File: src/design/plg_pkg.sv
// Functional notes
// - per-indicator polarity bit, strap default high
// - aux force-enable drives aux forced value
// - indicator two force, value, polarity bits
// - indicator one force, value, polarity bits
// - indicator zero force, value, polarity bits
// - blink select 50/100/200/500 ms, reset 2
// - stretch bypass drives raw event sources
// - quick negotiation enable and timer select
// - declare full duplex on parallel detect
// - status clear enable clears phy status
// - robust and quick crossover enables
// - pin bit selects interrupt or powerdown
// - force-interrupt bit asserts interrupt; drives the pin only when the pin bit selects interrupt
// - gigabit-only negotiation when manual 1G
// - cable test go, self-clear, done/fail flags
// - soft full reset restores defaults, self-clears
// - soft restart keeps registers, self-clears
// - four-bit source select per indicator
package plg_pkg;
  localparam int AW = 6;
  localparam int DW = 16;

  localparam logic [AW-1:0] OFF_SRC   = 6'h18;
  localparam logic [AW-1:0] OFF_POL   = 6'h19;
  localparam logic [AW-1:0] OFF_BLINK = 6'h1a;
  localparam logic [AW-1:0] OFF_CFG4  = 6'h1e;
  localparam logic [AW-1:0] OFF_CTRL  = 6'h1f;
  localparam logic [AW-1:0] OFF_ISTAT = 6'h20;
  localparam logic [AW-1:0] OFF_IMASK = 6'h21;

  localparam logic [DW-1:0] RST_SRC   = 16'h6000;
  localparam logic [DW-1:0] RST_POL   = 16'h4444;
  localparam logic [DW-1:0] RST_BLINK = 16'h0002;
  localparam logic [DW-1:0] RST_CFG4  = 16'h0012;
  localparam logic [DW-1:0] RST_CTRL  = 16'h0000;

  localparam logic [DW-1:0] WMSK_POL   = 16'h7777;
  localparam logic [DW-1:0] WMSK_BLINK = 16'h0007;
  localparam logic [DW-1:0] WMSK_CFG4  = 16'hfff8;
  localparam logic [DW-1:0] WMSK_CTRL  = 16'h3fff;

  // indicator i: force enable 4i, forced value 4i+1, polarity 4i+2
  localparam int NLAMP  = 4;
  localparam int B_FEN  = 0;
  localparam int B_FVAL = 1;
  localparam int B_POL  = 2;

  localparam int B_BYPASS   = 2;
  localparam int B_RATE     = 0;
  localparam int B_QNEG     = 14;
  localparam int B_QSEL     = 12;
  localparam int B_PDFD     = 11;
  localparam int B_STCLR    = 10;
  localparam int B_ROBUST   = 9;
  localparam int B_QX       = 8;
  localparam int B_INT_OE   = 7;
  localparam int B_FORCE_IRQ = 6;
  localparam int B_G1       = 3;
  localparam int B_TFAIL    = 2;
  localparam int B_TDONE    = 1;
  localparam int B_TGO      = 0;
  localparam int B_SWRST    = 15;
  localparam int B_SWRS     = 14;

  // interrupt status / mask layout
  localparam int NIRQ    = 3;
  localparam int IB_DONE = 0;
  localparam int IB_FAIL = 1;
  localparam int IB_PDN  = 2;

  localparam int CLK_KHZ     = 20000;
  localparam int BLINK_MS_00 = 50;
  localparam int BLINK_MS_01 = 100;
  localparam int BLINK_MS_10 = 200;
  localparam int BLINK_MS_11 = 500;
  localparam int STRETCH_MS  = 50;
  localparam logic [1:0] BOOT_CAPTURE = 2'h1;
  localparam logic [1:0] BOOT_APPLY   = 2'h2;
  localparam logic [1:0] BOOT_DONE    = 2'h3;

  typedef enum logic [3:0] {
    SRC_LINK, SRC_ACT, SRC_TXACT, SRC_RXACT, SRC_COL, SRC_L1000,
    SRC_L100, SRC_L10, SRC_L10_100, SRC_L100_1000, SRC_FDX,
    SRC_LINK_BLINK, SRC_NONE, SRC_ERR, SRC_RXERR, SRC_RSVD
  } plg_src_t;

  typedef struct packed {
    logic link_ok;
    logic rx_act;
    logic tx_act;
    logic col;
    logic link1000;
    logic link100;
    logic link10;
    logic fdx;
    logic rx_er;
    logic tx_er;
  } plg_evt_t;

  typedef struct packed {
    logic [AW-1:0] addr;
    logic [DW-1:0] wdata;
    logic          wr;
    logic          rd;
  } plg_bus_t;

  typedef struct packed {
    logic       quick_negotiation_enable;
    logic [1:0] quick_negotiation_timer_select;
    logic       parallel_detect_full_duplex;
    logic       status_clear_enable;
    logic       robust_crossover_enable;
    logic       quick_crossover_enable;
    logic       gigabit_only_negotiation;
  } plg_ctl_t;
endpackage

File: src/design/plg_lamp.sv
`timescale 1ns/10ps
module plg_lamp
  import plg_pkg::*;
#(
  parameter int STRETCH_CYC = STRETCH_MS * CLK_KHZ
) (
  // clock and reset
  input  wire logic clock,
  input  wire logic nrst,
  // event and blink
  input  wire logic raw,
  input  wire logic link,
  input  wire logic blink_src,
  input  wire logic blink_phase,
  // control bits
  input  wire logic bypass,
  input  wire logic force_en,
  input  wire logic force_val,
  input  wire logic polarity,
  // lamp
  output logic      lamp_ff
);
  localparam int CW = $clog2(STRETCH_CYC + 1);
  localparam logic [CW-1:0] RELOAD = CW'(STRETCH_CYC - 1);

  logic [CW-1:0] cnt_ff;
  logic          ev;
  logic          level;
  logic          nxt_lamp;

  // short activity bursts would be invisible without stretching
  always_ff @(posedge clock or negedge nrst) begin
    if (!nrst) begin
      cnt_ff <= '0;
    end else if (raw) begin
      cnt_ff <= RELOAD;
    end else if (cnt_ff != '0) begin
      cnt_ff <= cnt_ff - 1'b1;
    end
  end

  always_comb begin
    ev = bypass ? raw : (raw | (cnt_ff != '0));
    level = blink_src ? (link & ~(ev & blink_phase)) : ev;
    nxt_lamp = force_en ? force_val : level;
    nxt_lamp = polarity ? nxt_lamp : ~nxt_lamp;
  end

  always_ff @(posedge clock or negedge nrst) begin
    if (!nrst) begin
      lamp_ff <= 1'b0;
    end else begin
      lamp_ff <= nxt_lamp;
    end
  end
endmodule

File: src/design/plg_regs.sv
`timescale 1ns/10ps
module plg_regs
  import plg_pkg::*;
#(
  parameter int BLINK_CYC_00 = BLINK_MS_00 * CLK_KHZ,
  parameter int BLINK_CYC_01 = BLINK_MS_01 * CLK_KHZ,
  parameter int BLINK_CYC_10 = BLINK_MS_10 * CLK_KHZ,
  parameter int BLINK_CYC_11 = BLINK_MS_11 * CLK_KHZ,
  parameter int STRETCH_CYC  = STRETCH_MS * CLK_KHZ
) (
  // clock and reset
  input  wire logic              clock,
  input  wire logic              nrst,
  // register port
  input  wire plg_bus_t          bus_req,
  output logic [DW-1:0]          rdata_ff,
  // straps
  input  wire logic [NLAMP-1:0]  strap_polarity,
  input  wire logic [11:0]       strap_source,
  // phy state
  input  wire plg_evt_t          events,
  input  wire logic              manual_speed_1g,
  input  wire logic              cable_test_finished,
  input  wire logic              cable_test_fail_in,
  // configuration to phy engines
  output plg_ctl_t               ctl,
  output logic                   cable_test_go,
  output logic                   phy_reset,
  output logic                   phy_restart,
  // interrupt and shared pin
  output logic                   irq_ff,
  input  wire logic              irq_pin_in,
  output logic                   irq_pin_out,
  output logic                   irq_pin_oe_n,
  output logic                   powerdown_req,
  // indicators: 0 zero, 1 one, 2 two, 3 aux
  output logic [NLAMP-1:0]       indicators
);
  localparam int TW = $clog2(BLINK_CYC_11 + 1);

  logic [DW-1:0]      src_ff;
  logic [DW-1:0]      pol_ff;
  logic [DW-1:0]      blink_ff;
  logic [DW-1:0]      cfg4_ff;
  logic [DW-1:0]      ctrl_ff;
  logic [NIRQ-1:0]    istat_ff;
  logic [NIRQ-1:0]    imask_ff;
  logic               go_ff;
  logic               done_ff;
  logic               fail_ff;
  logic               swrst_ff;
  logic               swrs_ff;
  logic [1:0]         boot_ff;
  logic [NLAMP-1:0]   spol_s1_ff;
  logic [NLAMP-1:0]   spol_s2_ff;
  logic [11:0]        ssrc_s1_ff;
  logic [11:0]        ssrc_s2_ff;
  logic [NLAMP-1:0]   spol_ff;
  logic [11:0]        ssrc_ff;
  logic               pin_s1_ff;
  logic               pin_s2_ff;
  logic               pdn_ff;
  logic [TW-1:0]      tick_ff;
  logic               phase_ff;
  logic               restore;
  logic               pdn_now;
  logic [NIRQ-1:0]    ev_irq;
  logic               irq_any;
  logic [DW-1:0]      nxt_rdata;
  logic [NLAMP-1:0]   raw;
  logic [NLAMP-1:0]   blk;

  function automatic logic wr_at(input plg_bus_t b,
                                 input logic [AW-1:0] off);
    wr_at = b.wr && (b.addr == off);
  endfunction

  function automatic logic [DW-1:0] pol_default(
      input logic [NLAMP-1:0] sp);
    logic [DW-1:0] v;
    v = RST_POL;
    for (int i = 0; i < NLAMP; i++) begin
      v[4*i+B_POL] = sp[i];
    end
    pol_default = v;
  endfunction

  // picks the event that drives one indicator
  function automatic logic src_event(input logic [3:0] sel,
                                     input plg_evt_t e);
    case (plg_src_t'(sel))
      SRC_LINK:       src_event = e.link_ok;
      SRC_ACT:        src_event = e.rx_act | e.tx_act;
      SRC_TXACT:      src_event = e.tx_act;
      SRC_RXACT:      src_event = e.rx_act;
      SRC_COL:        src_event = e.col;
      SRC_L1000:      src_event = e.link1000;
      SRC_L100:       src_event = e.link100;
      SRC_L10:        src_event = e.link10;
      SRC_L10_100:    src_event = e.link10 | e.link100;
      SRC_L100_1000:  src_event = e.link100 | e.link1000;
      SRC_FDX:        src_event = e.fdx;
      SRC_LINK_BLINK: src_event = e.rx_act | e.tx_act;
      SRC_ERR:        src_event = e.rx_er | e.tx_er;
      SRC_RXERR:      src_event = e.rx_er;
      default:        src_event = 1'b0;
    endcase
  endfunction

  function automatic logic [TW-1:0] half_period(input logic [1:0] r);
    case (r)
      2'h0:    half_period = TW'(BLINK_CYC_00 / 2);
      2'h1:    half_period = TW'(BLINK_CYC_01 / 2);
      2'h2:    half_period = TW'(BLINK_CYC_10 / 2);
      default: half_period = TW'(BLINK_CYC_11 / 2);
    endcase
  endfunction

  // straps are pins: two flops before anything looks at them; no reset,
  // so they have settled on the strap level when boot capture samples
  always_ff @(posedge clock) begin
    spol_s1_ff <= strap_polarity;
    spol_s2_ff <= spol_s1_ff;
    ssrc_s1_ff <= strap_source;
    ssrc_s2_ff <= ssrc_s1_ff;
  end

  always_ff @(posedge clock or negedge nrst) begin
    if (!nrst) begin
      pin_s1_ff <= 1'b1;
      pin_s2_ff <= 1'b1;
    end else begin
      pin_s1_ff <= irq_pin_in;
      pin_s2_ff <= pin_s1_ff;
    end
  end

  // straps latched once after reset release, kept for soft reset
  always_ff @(posedge clock or negedge nrst) begin
    if (!nrst) begin
      boot_ff <= '0;
      spol_ff <= '1;
      ssrc_ff <= '0;
    end else begin
      if (boot_ff != BOOT_DONE) begin
        boot_ff <= boot_ff + 1'b1;
      end
      if (boot_ff == BOOT_CAPTURE) begin
        spol_ff <= spol_s2_ff;
        ssrc_ff <= ssrc_s2_ff;
      end
    end
  end

  assign restore = (boot_ff == BOOT_APPLY) || swrst_ff;

  // plain read/write configuration registers
  always_ff @(posedge clock or negedge nrst) begin
    if (!nrst) begin
      src_ff   <= RST_SRC;
      pol_ff   <= RST_POL;
      blink_ff <= RST_BLINK;
      cfg4_ff  <= RST_CFG4;
      ctrl_ff  <= RST_CTRL;
      imask_ff <= '0;
    end else if (restore) begin
      src_ff   <= {RST_SRC[15:12], ssrc_ff};
      pol_ff   <= pol_default(spol_ff);
      blink_ff <= RST_BLINK;
      cfg4_ff  <= RST_CFG4;
      ctrl_ff  <= RST_CTRL;
      imask_ff <= '0;
    end else begin
      if (wr_at(bus_req, OFF_SRC)) begin
        src_ff <= bus_req.wdata;
      end
      if (wr_at(bus_req, OFF_POL)) begin
        pol_ff <= bus_req.wdata & WMSK_POL;
      end
      if (wr_at(bus_req, OFF_BLINK)) begin
        blink_ff <= bus_req.wdata & WMSK_BLINK;
      end
      if (wr_at(bus_req, OFF_CFG4)) begin
        cfg4_ff <= bus_req.wdata & WMSK_CFG4;
      end
      if (wr_at(bus_req, OFF_CTRL)) begin
        ctrl_ff <= bus_req.wdata & WMSK_CTRL;
      end
      if (wr_at(bus_req, OFF_IMASK)) begin
        imask_ff <= bus_req.wdata[NIRQ-1:0];
      end
    end
  end

  // cable test: go clears itself when the test engine reports
  always_ff @(posedge clock or negedge nrst) begin
    if (!nrst) begin
      go_ff   <= 1'b0;
      done_ff <= 1'b1;
      fail_ff <= 1'b0;
    end else if (restore) begin
      go_ff   <= 1'b0;
      done_ff <= 1'b1;
      fail_ff <= 1'b0;
    end else if (wr_at(bus_req, OFF_CFG4) && bus_req.wdata[B_TGO]) begin
      go_ff   <= 1'b1;
      done_ff <= 1'b0;
      fail_ff <= 1'b0;
    end else if (go_ff && cable_test_finished) begin
      go_ff   <= 1'b0;
      done_ff <= 1'b1;
      fail_ff <= cable_test_fail_in;
    end
  end

  // reset and restart bits read back high for one cycle only
  always_ff @(posedge clock or negedge nrst) begin
    if (!nrst) begin
      swrst_ff <= 1'b0;
      swrs_ff  <= 1'b0;
    end else begin
      swrst_ff <= wr_at(bus_req, OFF_CTRL) & bus_req.wdata[B_SWRST];
      swrs_ff  <= wr_at(bus_req, OFF_CTRL) & bus_req.wdata[B_SWRS];
    end
  end

  assign phy_reset   = swrst_ff;
  assign phy_restart = swrs_ff;

  // powerdown is the pin low while it serves as an input
  assign pdn_now = ~cfg4_ff[B_INT_OE] & ~pin_s2_ff;
  assign powerdown_req = pdn_ff;

  always_comb begin
    ev_irq          = '0;
    ev_irq[IB_DONE] = go_ff & cable_test_finished;
    ev_irq[IB_FAIL] = go_ff & cable_test_finished & cable_test_fail_in;
    ev_irq[IB_PDN]  = pdn_now & ~pdn_ff;
  end

  // sticky status, write one to clear; a new event beats the clear
  always_ff @(posedge clock or negedge nrst) begin
    if (!nrst) begin
      istat_ff <= '0;
      pdn_ff   <= 1'b0;
    end else begin
      pdn_ff <= pdn_now;
      if (restore) begin
        istat_ff <= ev_irq;
      end else if (wr_at(bus_req, OFF_ISTAT)) begin
        istat_ff <= (istat_ff & ~bus_req.wdata[NIRQ-1:0]) | ev_irq;
      end else begin
        istat_ff <= istat_ff | ev_irq;
      end
    end
  end

  assign irq_any = |(istat_ff & imask_ff);

  always_ff @(posedge clock or negedge nrst) begin
    if (!nrst) begin
      irq_ff <= 1'b0;
    end else begin
      irq_ff <= irq_any | cfg4_ff[B_FORCE_IRQ];
    end
  end

  // open-drain, active low: only ever pulls the pin down
  assign irq_pin_out  = 1'b0;
  assign irq_pin_oe_n = ~(cfg4_ff[B_INT_OE] & irq_ff);

  always_comb begin
    ctl.quick_negotiation_enable       = cfg4_ff[B_QNEG];
    ctl.quick_negotiation_timer_select = cfg4_ff[B_QSEL +: 2];
    ctl.parallel_detect_full_duplex    = cfg4_ff[B_PDFD];
    ctl.status_clear_enable            = cfg4_ff[B_STCLR];
    ctl.robust_crossover_enable        = cfg4_ff[B_ROBUST];
    ctl.quick_crossover_enable         = cfg4_ff[B_QX];
    ctl.gigabit_only_negotiation       =
      cfg4_ff[B_G1] & manual_speed_1g;
  end

  assign cable_test_go = go_ff;

  // blink phase toggles every half period of the selected rate
  always_ff @(posedge clock or negedge nrst) begin
    if (!nrst) begin
      tick_ff  <= '0;
      phase_ff <= 1'b0;
    end else if (tick_ff >= half_period(blink_ff[B_RATE +: 2]) - 1'b1) begin
      tick_ff  <= '0;
      phase_ff <= ~phase_ff;
    end else begin
      tick_ff <= tick_ff + 1'b1;
    end
  end

  always_comb begin
    for (int i = 0; i < NLAMP; i++) begin
      raw[i] = src_event(src_ff[4*i +: 4], events);
      blk[i] = (plg_src_t'(src_ff[4*i +: 4]) == SRC_LINK_BLINK);
    end
  end

  for (genvar g = 0; g < NLAMP; g++) begin : g_lamp
    plg_lamp #(
      .STRETCH_CYC (STRETCH_CYC)
    ) u_lamp (
      .clock       (clock),
      .nrst        (nrst),
      .raw         (raw[g]),
      .link        (events.link_ok),
      .blink_src   (blk[g]),
      .blink_phase (phase_ff),
      .bypass      (blink_ff[B_BYPASS]),
      .force_en    (pol_ff[4*g+B_FEN]),
      .force_val   (pol_ff[4*g+B_FVAL]),
      .polarity    (pol_ff[4*g+B_POL]),
      .lamp_ff     (indicators[g])
    );
  end

  always_comb begin
    case (bus_req.addr)
      OFF_SRC:   nxt_rdata = src_ff;
      OFF_POL:   nxt_rdata = pol_ff;
      OFF_BLINK: nxt_rdata = blink_ff;
      OFF_CFG4: begin
        nxt_rdata          = cfg4_ff;
        nxt_rdata[B_TFAIL] = fail_ff;
        nxt_rdata[B_TDONE] = done_ff;
        nxt_rdata[B_TGO]   = go_ff;
      end
      OFF_CTRL: begin
        nxt_rdata          = ctrl_ff;
        nxt_rdata[B_SWRST] = swrst_ff;
        nxt_rdata[B_SWRS]  = swrs_ff;
      end
      OFF_ISTAT: nxt_rdata = {{(DW-NIRQ){1'b0}}, istat_ff};
      OFF_IMASK: nxt_rdata = {{(DW-NIRQ){1'b0}}, imask_ff};
      default:   nxt_rdata = '0;
    endcase
  end

  // read data exists only in the cycle after the strobe
  always_ff @(posedge clock or negedge nrst) begin
    if (!nrst) begin
      rdata_ff <= '0;
    end else begin
      rdata_ff <= bus_req.rd ? nxt_rdata : '0;
    end
  end
endmodule

File: config.mk
export PLATFORM = sky130hd
export DESIGN_NAME = plg_regs
export DESIGN_NICKNAME = d
export VERILOG_FILES = /design/src/design/plg_pkg.sv /design/src/design/plg_lamp.sv /design/src/design/plg_regs.sv
export SDC_FILE = /design/constraint.sdc
export NUM_CORES = 1
export LEC_CHECK = 0
export BUFFER_PORTS_ARGS = -buffer_cell sky130_fd_sc_hd__buf_2
export CORE_ASPECT_RATIO = 0.8
export CORE_MARGIN = 5
export CORE_UTILIZATION = 60
export DETAILED_ROUTE_END_ITERATION = 8
export GPL_TIMING_DRIVEN = 0
export PLACE_DENSITY = 0.8
export SKIP_LAST_GASP = 1
export SYNTH_ARGS = -nofsm -noshare
export SYNTH_HDL_FRONTEND = slang
export SYNTH_SLANG_ARGS = --single-unit
File: constraint.sdc
create_clock -name clock -period 2.8 [get_ports clock]
set_input_delay 0.56 -clock clock [delete_from_list [all_inputs] [get_ports clock]]
set_output_delay 0.56 -clock clock [all_outputs]
set_load 0.01 [all_outputs]
==> metrics.md <==
| Metric | Value |
|---|---|
| Status | `complete, no violations` |
| Antenna diode instance count | `0` |
| P_leak | `slightly above 6 nW` |
| Initial DRC Count | `1001` |
| Synth top cells by count | `dfrtp_1, nand2_1, nor2_1` |
| Post-Place Worst Slack | `-0.412 ns` |
| IO Pins | `about 90` |
| Total power draw | `between 0.009 and 0.01 W` |
| Mapped Area | `between 10000 and 15000 µm²` |
| Reg2reg setup slack | `slightly below 0.08 ns` |
| CTS root buf | `clkbuf_16` |
| CTS clk-pin slew, worst paths | `~0.07 ns` |
| Synth Area in Compound Gates | `between 10% and 20%` |
| Die height | `between 100 and 150 µm` |
| WP data required | `between 3 and 4 ns` |
| Fill cells | `~1500` |
| Power density cells | `677 nW/µm²` |
| WS Path Type | `reg -> reg` |
| Relative slew slack | `8.24%` |
| Storage cell area | `roughly 6100 µm²` |
| #FFs+latches synth | `around 250` |
| Drt pass-1 iters | `6` |
| Max Root-Sink Buffers | `3` |
| VDD IR max | `around 0.86 mV` |
| Ranking of synthesized cells by area | `dfrtp_1, nand2_1, dfxtp_1, nor2_1, dfstp_2` |
| Worst setup SP type | `flip-flop` |
| Post-synth EDFFs | `0` |
| Gr ovfl total | `0` |
| Max-Cap Viols | `0` |
| Synth top area share | `between 40% and 50%` |
| Total Routing Usage GR | `approximately a quarter` |
| Worst slew pin tran | `approximately 1.4 ns` |
| Antenna violations before repair | `0` |
| Area grow syn2layout | `16.7%` |
| Core Area | `between 15000 and 20000 µm²` |
| CTS Buf Count | `26` |
| Yosys top cell by area | `dfrtp_1` |
| Cell with the most instances after synthesis | `dfrtp_1` |
| Worst hold margin | `0.110 ns` |
| Skew-Pair Late Insertion Delay | `about 0.54 ns` |
| Synth Area in XOR/XNOR | `~5.7%` |
| Global-route wire length before repair | `48600 µm` |
| Total Nets Final | `roughly 1400` |
| Number of global-route vias before repair | `roughly 9700` |
| Main combinational cell family by area after synthesis | `simple AND/OR/NAND/NOR gates` |
| Total Wirelength | `between 20000 and 30000 µm` |
| CTS tree | `done` |
| Post-Synth Adder-Cell Area | `3.22%` |
| RSZ-0062 raised after global routing | `true` |
| IO buf count | `just under 90` |
| Avg WL per Cell | `18.0 µm` |
| Clock sink count | `248` |
| Die X | `between 150 and 200 µm` |
| Post-DP HPWL | `a little over 20000 µm` |
| Yosys cell types | `74` |
| F_max | `between 0.3 and 0.4 GHz` |
| Setup violations, final | `0` |
| Critical path endpoint category | `flip-flop` |
| Gate Count Post-Synth | `between 1000 and 1500` |
| Final Slew Violations | `0` |
| Max FO, Critical Path | `7` |
| Hold WC Path Type | `in -> reg` |
| Via density | `~6.0` |
| Fraction of layout cells with a size suffix above 1 | `about 17%` |
| Multi-input logic area | `5670 µm²` |
| Row cnt | `46` |
| Largest net degree at the start of global routing | `87` |
| Register area share after synthesis | `~50%` |
| Via count | `between 9000 and 10000` |
| Simple-gate area share of the yosys netlist | `approximately 20%` |
| Fin worst setup slack | `between 0.07 and 0.08 ns` |
| Post-route non-filler standard cell count | `~1600` |
| Post-synthesis mux area share | `6.01%` |
| Htree depth | `1` |
| Initial Util | `between 60 and 70%` |
| DRC | `0` |
| Syn_area_per_cell | `9.74 µm²` |
| Placed Cells | `1590` |
| Fin crit share | `between 90% and 100%` |
| Ys async rst share | `between 80% and 90%` |
| Fin. Hold Viols | `0` |
| WP data arrival | `between 3 and 4 ns` |
| Die area | `between 20000 and 25000 µm²` |
| Final ANT Viol Nets | `0` |
| Period minus WS final | `approximately 2.7 ns` |
| Final Wtd Congestion | `just under 0.9` |
| Setup Skew | `0.0219 ns` |
| Post-synth top flop | `dfrtp_1` |
| Synth warn | `0` |
[timing repair]
action,4_1_cts,5_1_grt
setup endpoints to repair,23,40
buffers inserted,0,4
hold buffers,1,0
endpoints found under the hold margin,51,0
pin swaps,2,2
resized for setup,11,20
cloned,0,0
[through the flow]
stage,area (µm²),util [%],setup TNS [ns]
6_report,14000,70.9,0
5_1_grt,14000,70.9,-0.00524
4_1_cts,13900,70.3,0
3_5_place_dp,12900,65.0,-9.48
3_3_place_gp,12800,64.7,-527.51
2_1_floorplan,12000,-,0
[per-layer routing]
layer / routed length (µm) / GRT usage [%] / share of wire, % / vias to the layer above
met4: 1110 / 10.8 / 3.8 / 0
met1: 13100 / 36.5 / 44 / 4735
met3: 2120 / 4.33 / 7.2 / 93
li1: - / - / - / 4576
met2: 13200 / 40.3 / 45 / 388
met5: 0 / 0 / 0 / -
[sequential cells by signal, indices dropped and copies added (netlist names), 2 cells and up]
| register | flops |
|---|---|
| cfg4_ff | 13 |
| spol_s1_ff | 4 |
| ssrc_ff | 12 |
| src_ff | 16 |
| g_lamp.u_lamp.cnt_ff | 80 |
| istat_ff | 3 |
| blink_ff | 3 |
| spol_s2_ff | 4 |
| boot_ff | 2 |
| spol_ff | 4 |
| ssrc_s1_ff | 12 |
| imask_ff | 3 |
| ctrl_ff | 14 |
| ssrc_s2_ff | 12 |
| rdata_ff | 16 |
| pol_ff | 12 |
| tick_ff | 24 |
| g_lamp.u_lamp.lamp_ff | 4 |
[final timing paths]
kind,start,to,cells past startpoint
worst max-delay path,g_lamp[0].u_lamp.cnt_ff[12],g_lamp[0].u_lamp.lamp_ff,7
worst min-delay path,irq_pin_in,pin_s1_ff,1
worst max register to register,g_lamp[0].u_lamp.cnt_ff[12],g_lamp[0].u_lamp.lamp_ff,7
worst min register to register,ssrc_s1_ff[0],ssrc_s2_ff[0],0
max in group asynchronous,nrst,cfg4_ff[4],4
min in group asynchronous,nrst,g_lamp[2].u_lamp.cnt_ff[17],2
[layout by cell type (no fill, tap or decap), types with 7 or more instances in the layout]
cell / count
dfrtp_1: 200
nand2_1: 190
nor2_1: 120
buf_2: 88
a21oi_1: 58
clkbuf_1: 47
xnor2_1: 42
o21ai_0: 41
nor3_1: 38
xor2_1: 36
inv_1: 35
mux2i_1: 34
dfxtp_1: 32
ha_1: 30
nand3_1: 29
mux2_2: 26
clkbuf_16: 26
or3_1: 23
buf_4: 17
dfstp_2: 15
a222oi_1: 13
nor4_1: 13
o211ai_1: 13
nand2b_1: 12
or4_1: 12
a31oi_1: 11
a21o_1: 9
o22ai_1: 9
and3_1: 9
nand3b_1: 7
bufinv_16: 7
[kinds of logic after synthesis]
| logic type | after synthesis |
|---|---|
| and+or+nand+nor | 511 |
| DFF | 248 |
| AOI/OAI and AO/OA | 201 |
| buffers and inverters | 100 |
| xor gates and xnor gates | 78 |
| muxes | 64 |
| adders and majority gates | 31 |
| other | 2 |
[critical path, stage by stage (launching register included)]
cell,delay [ns]
dfrtp_1,0.41
or4_4,0.57
or4b_1,0.48
buf_2,0.19
o31ai_4,0.27
o311ai_2,0.16
a221o_1,0.32
a22o_1,0.19
[where the power goes]
part           switching [W]  internal, W  total (W)  leakage (nW)
Clock                0.00148      0.00247    0.00395         0.466
Sequential          0.000233      0.00387    0.00411          2.88
Combinational       0.000863     0.000592    0.00145          2.77
[area by class of cell]
type,instances,share of cell area (%)
sequential,248,43.2
timing repair buffer,95,3.89
buffer,64,2.09
multi-input combinational,888,40.4
clock buffer,32,5.08
tap,264,2.35
clock inverter,16,2.03
inverter,36,0.962
No activity file was read; power rests on OpenSTA's default activity.
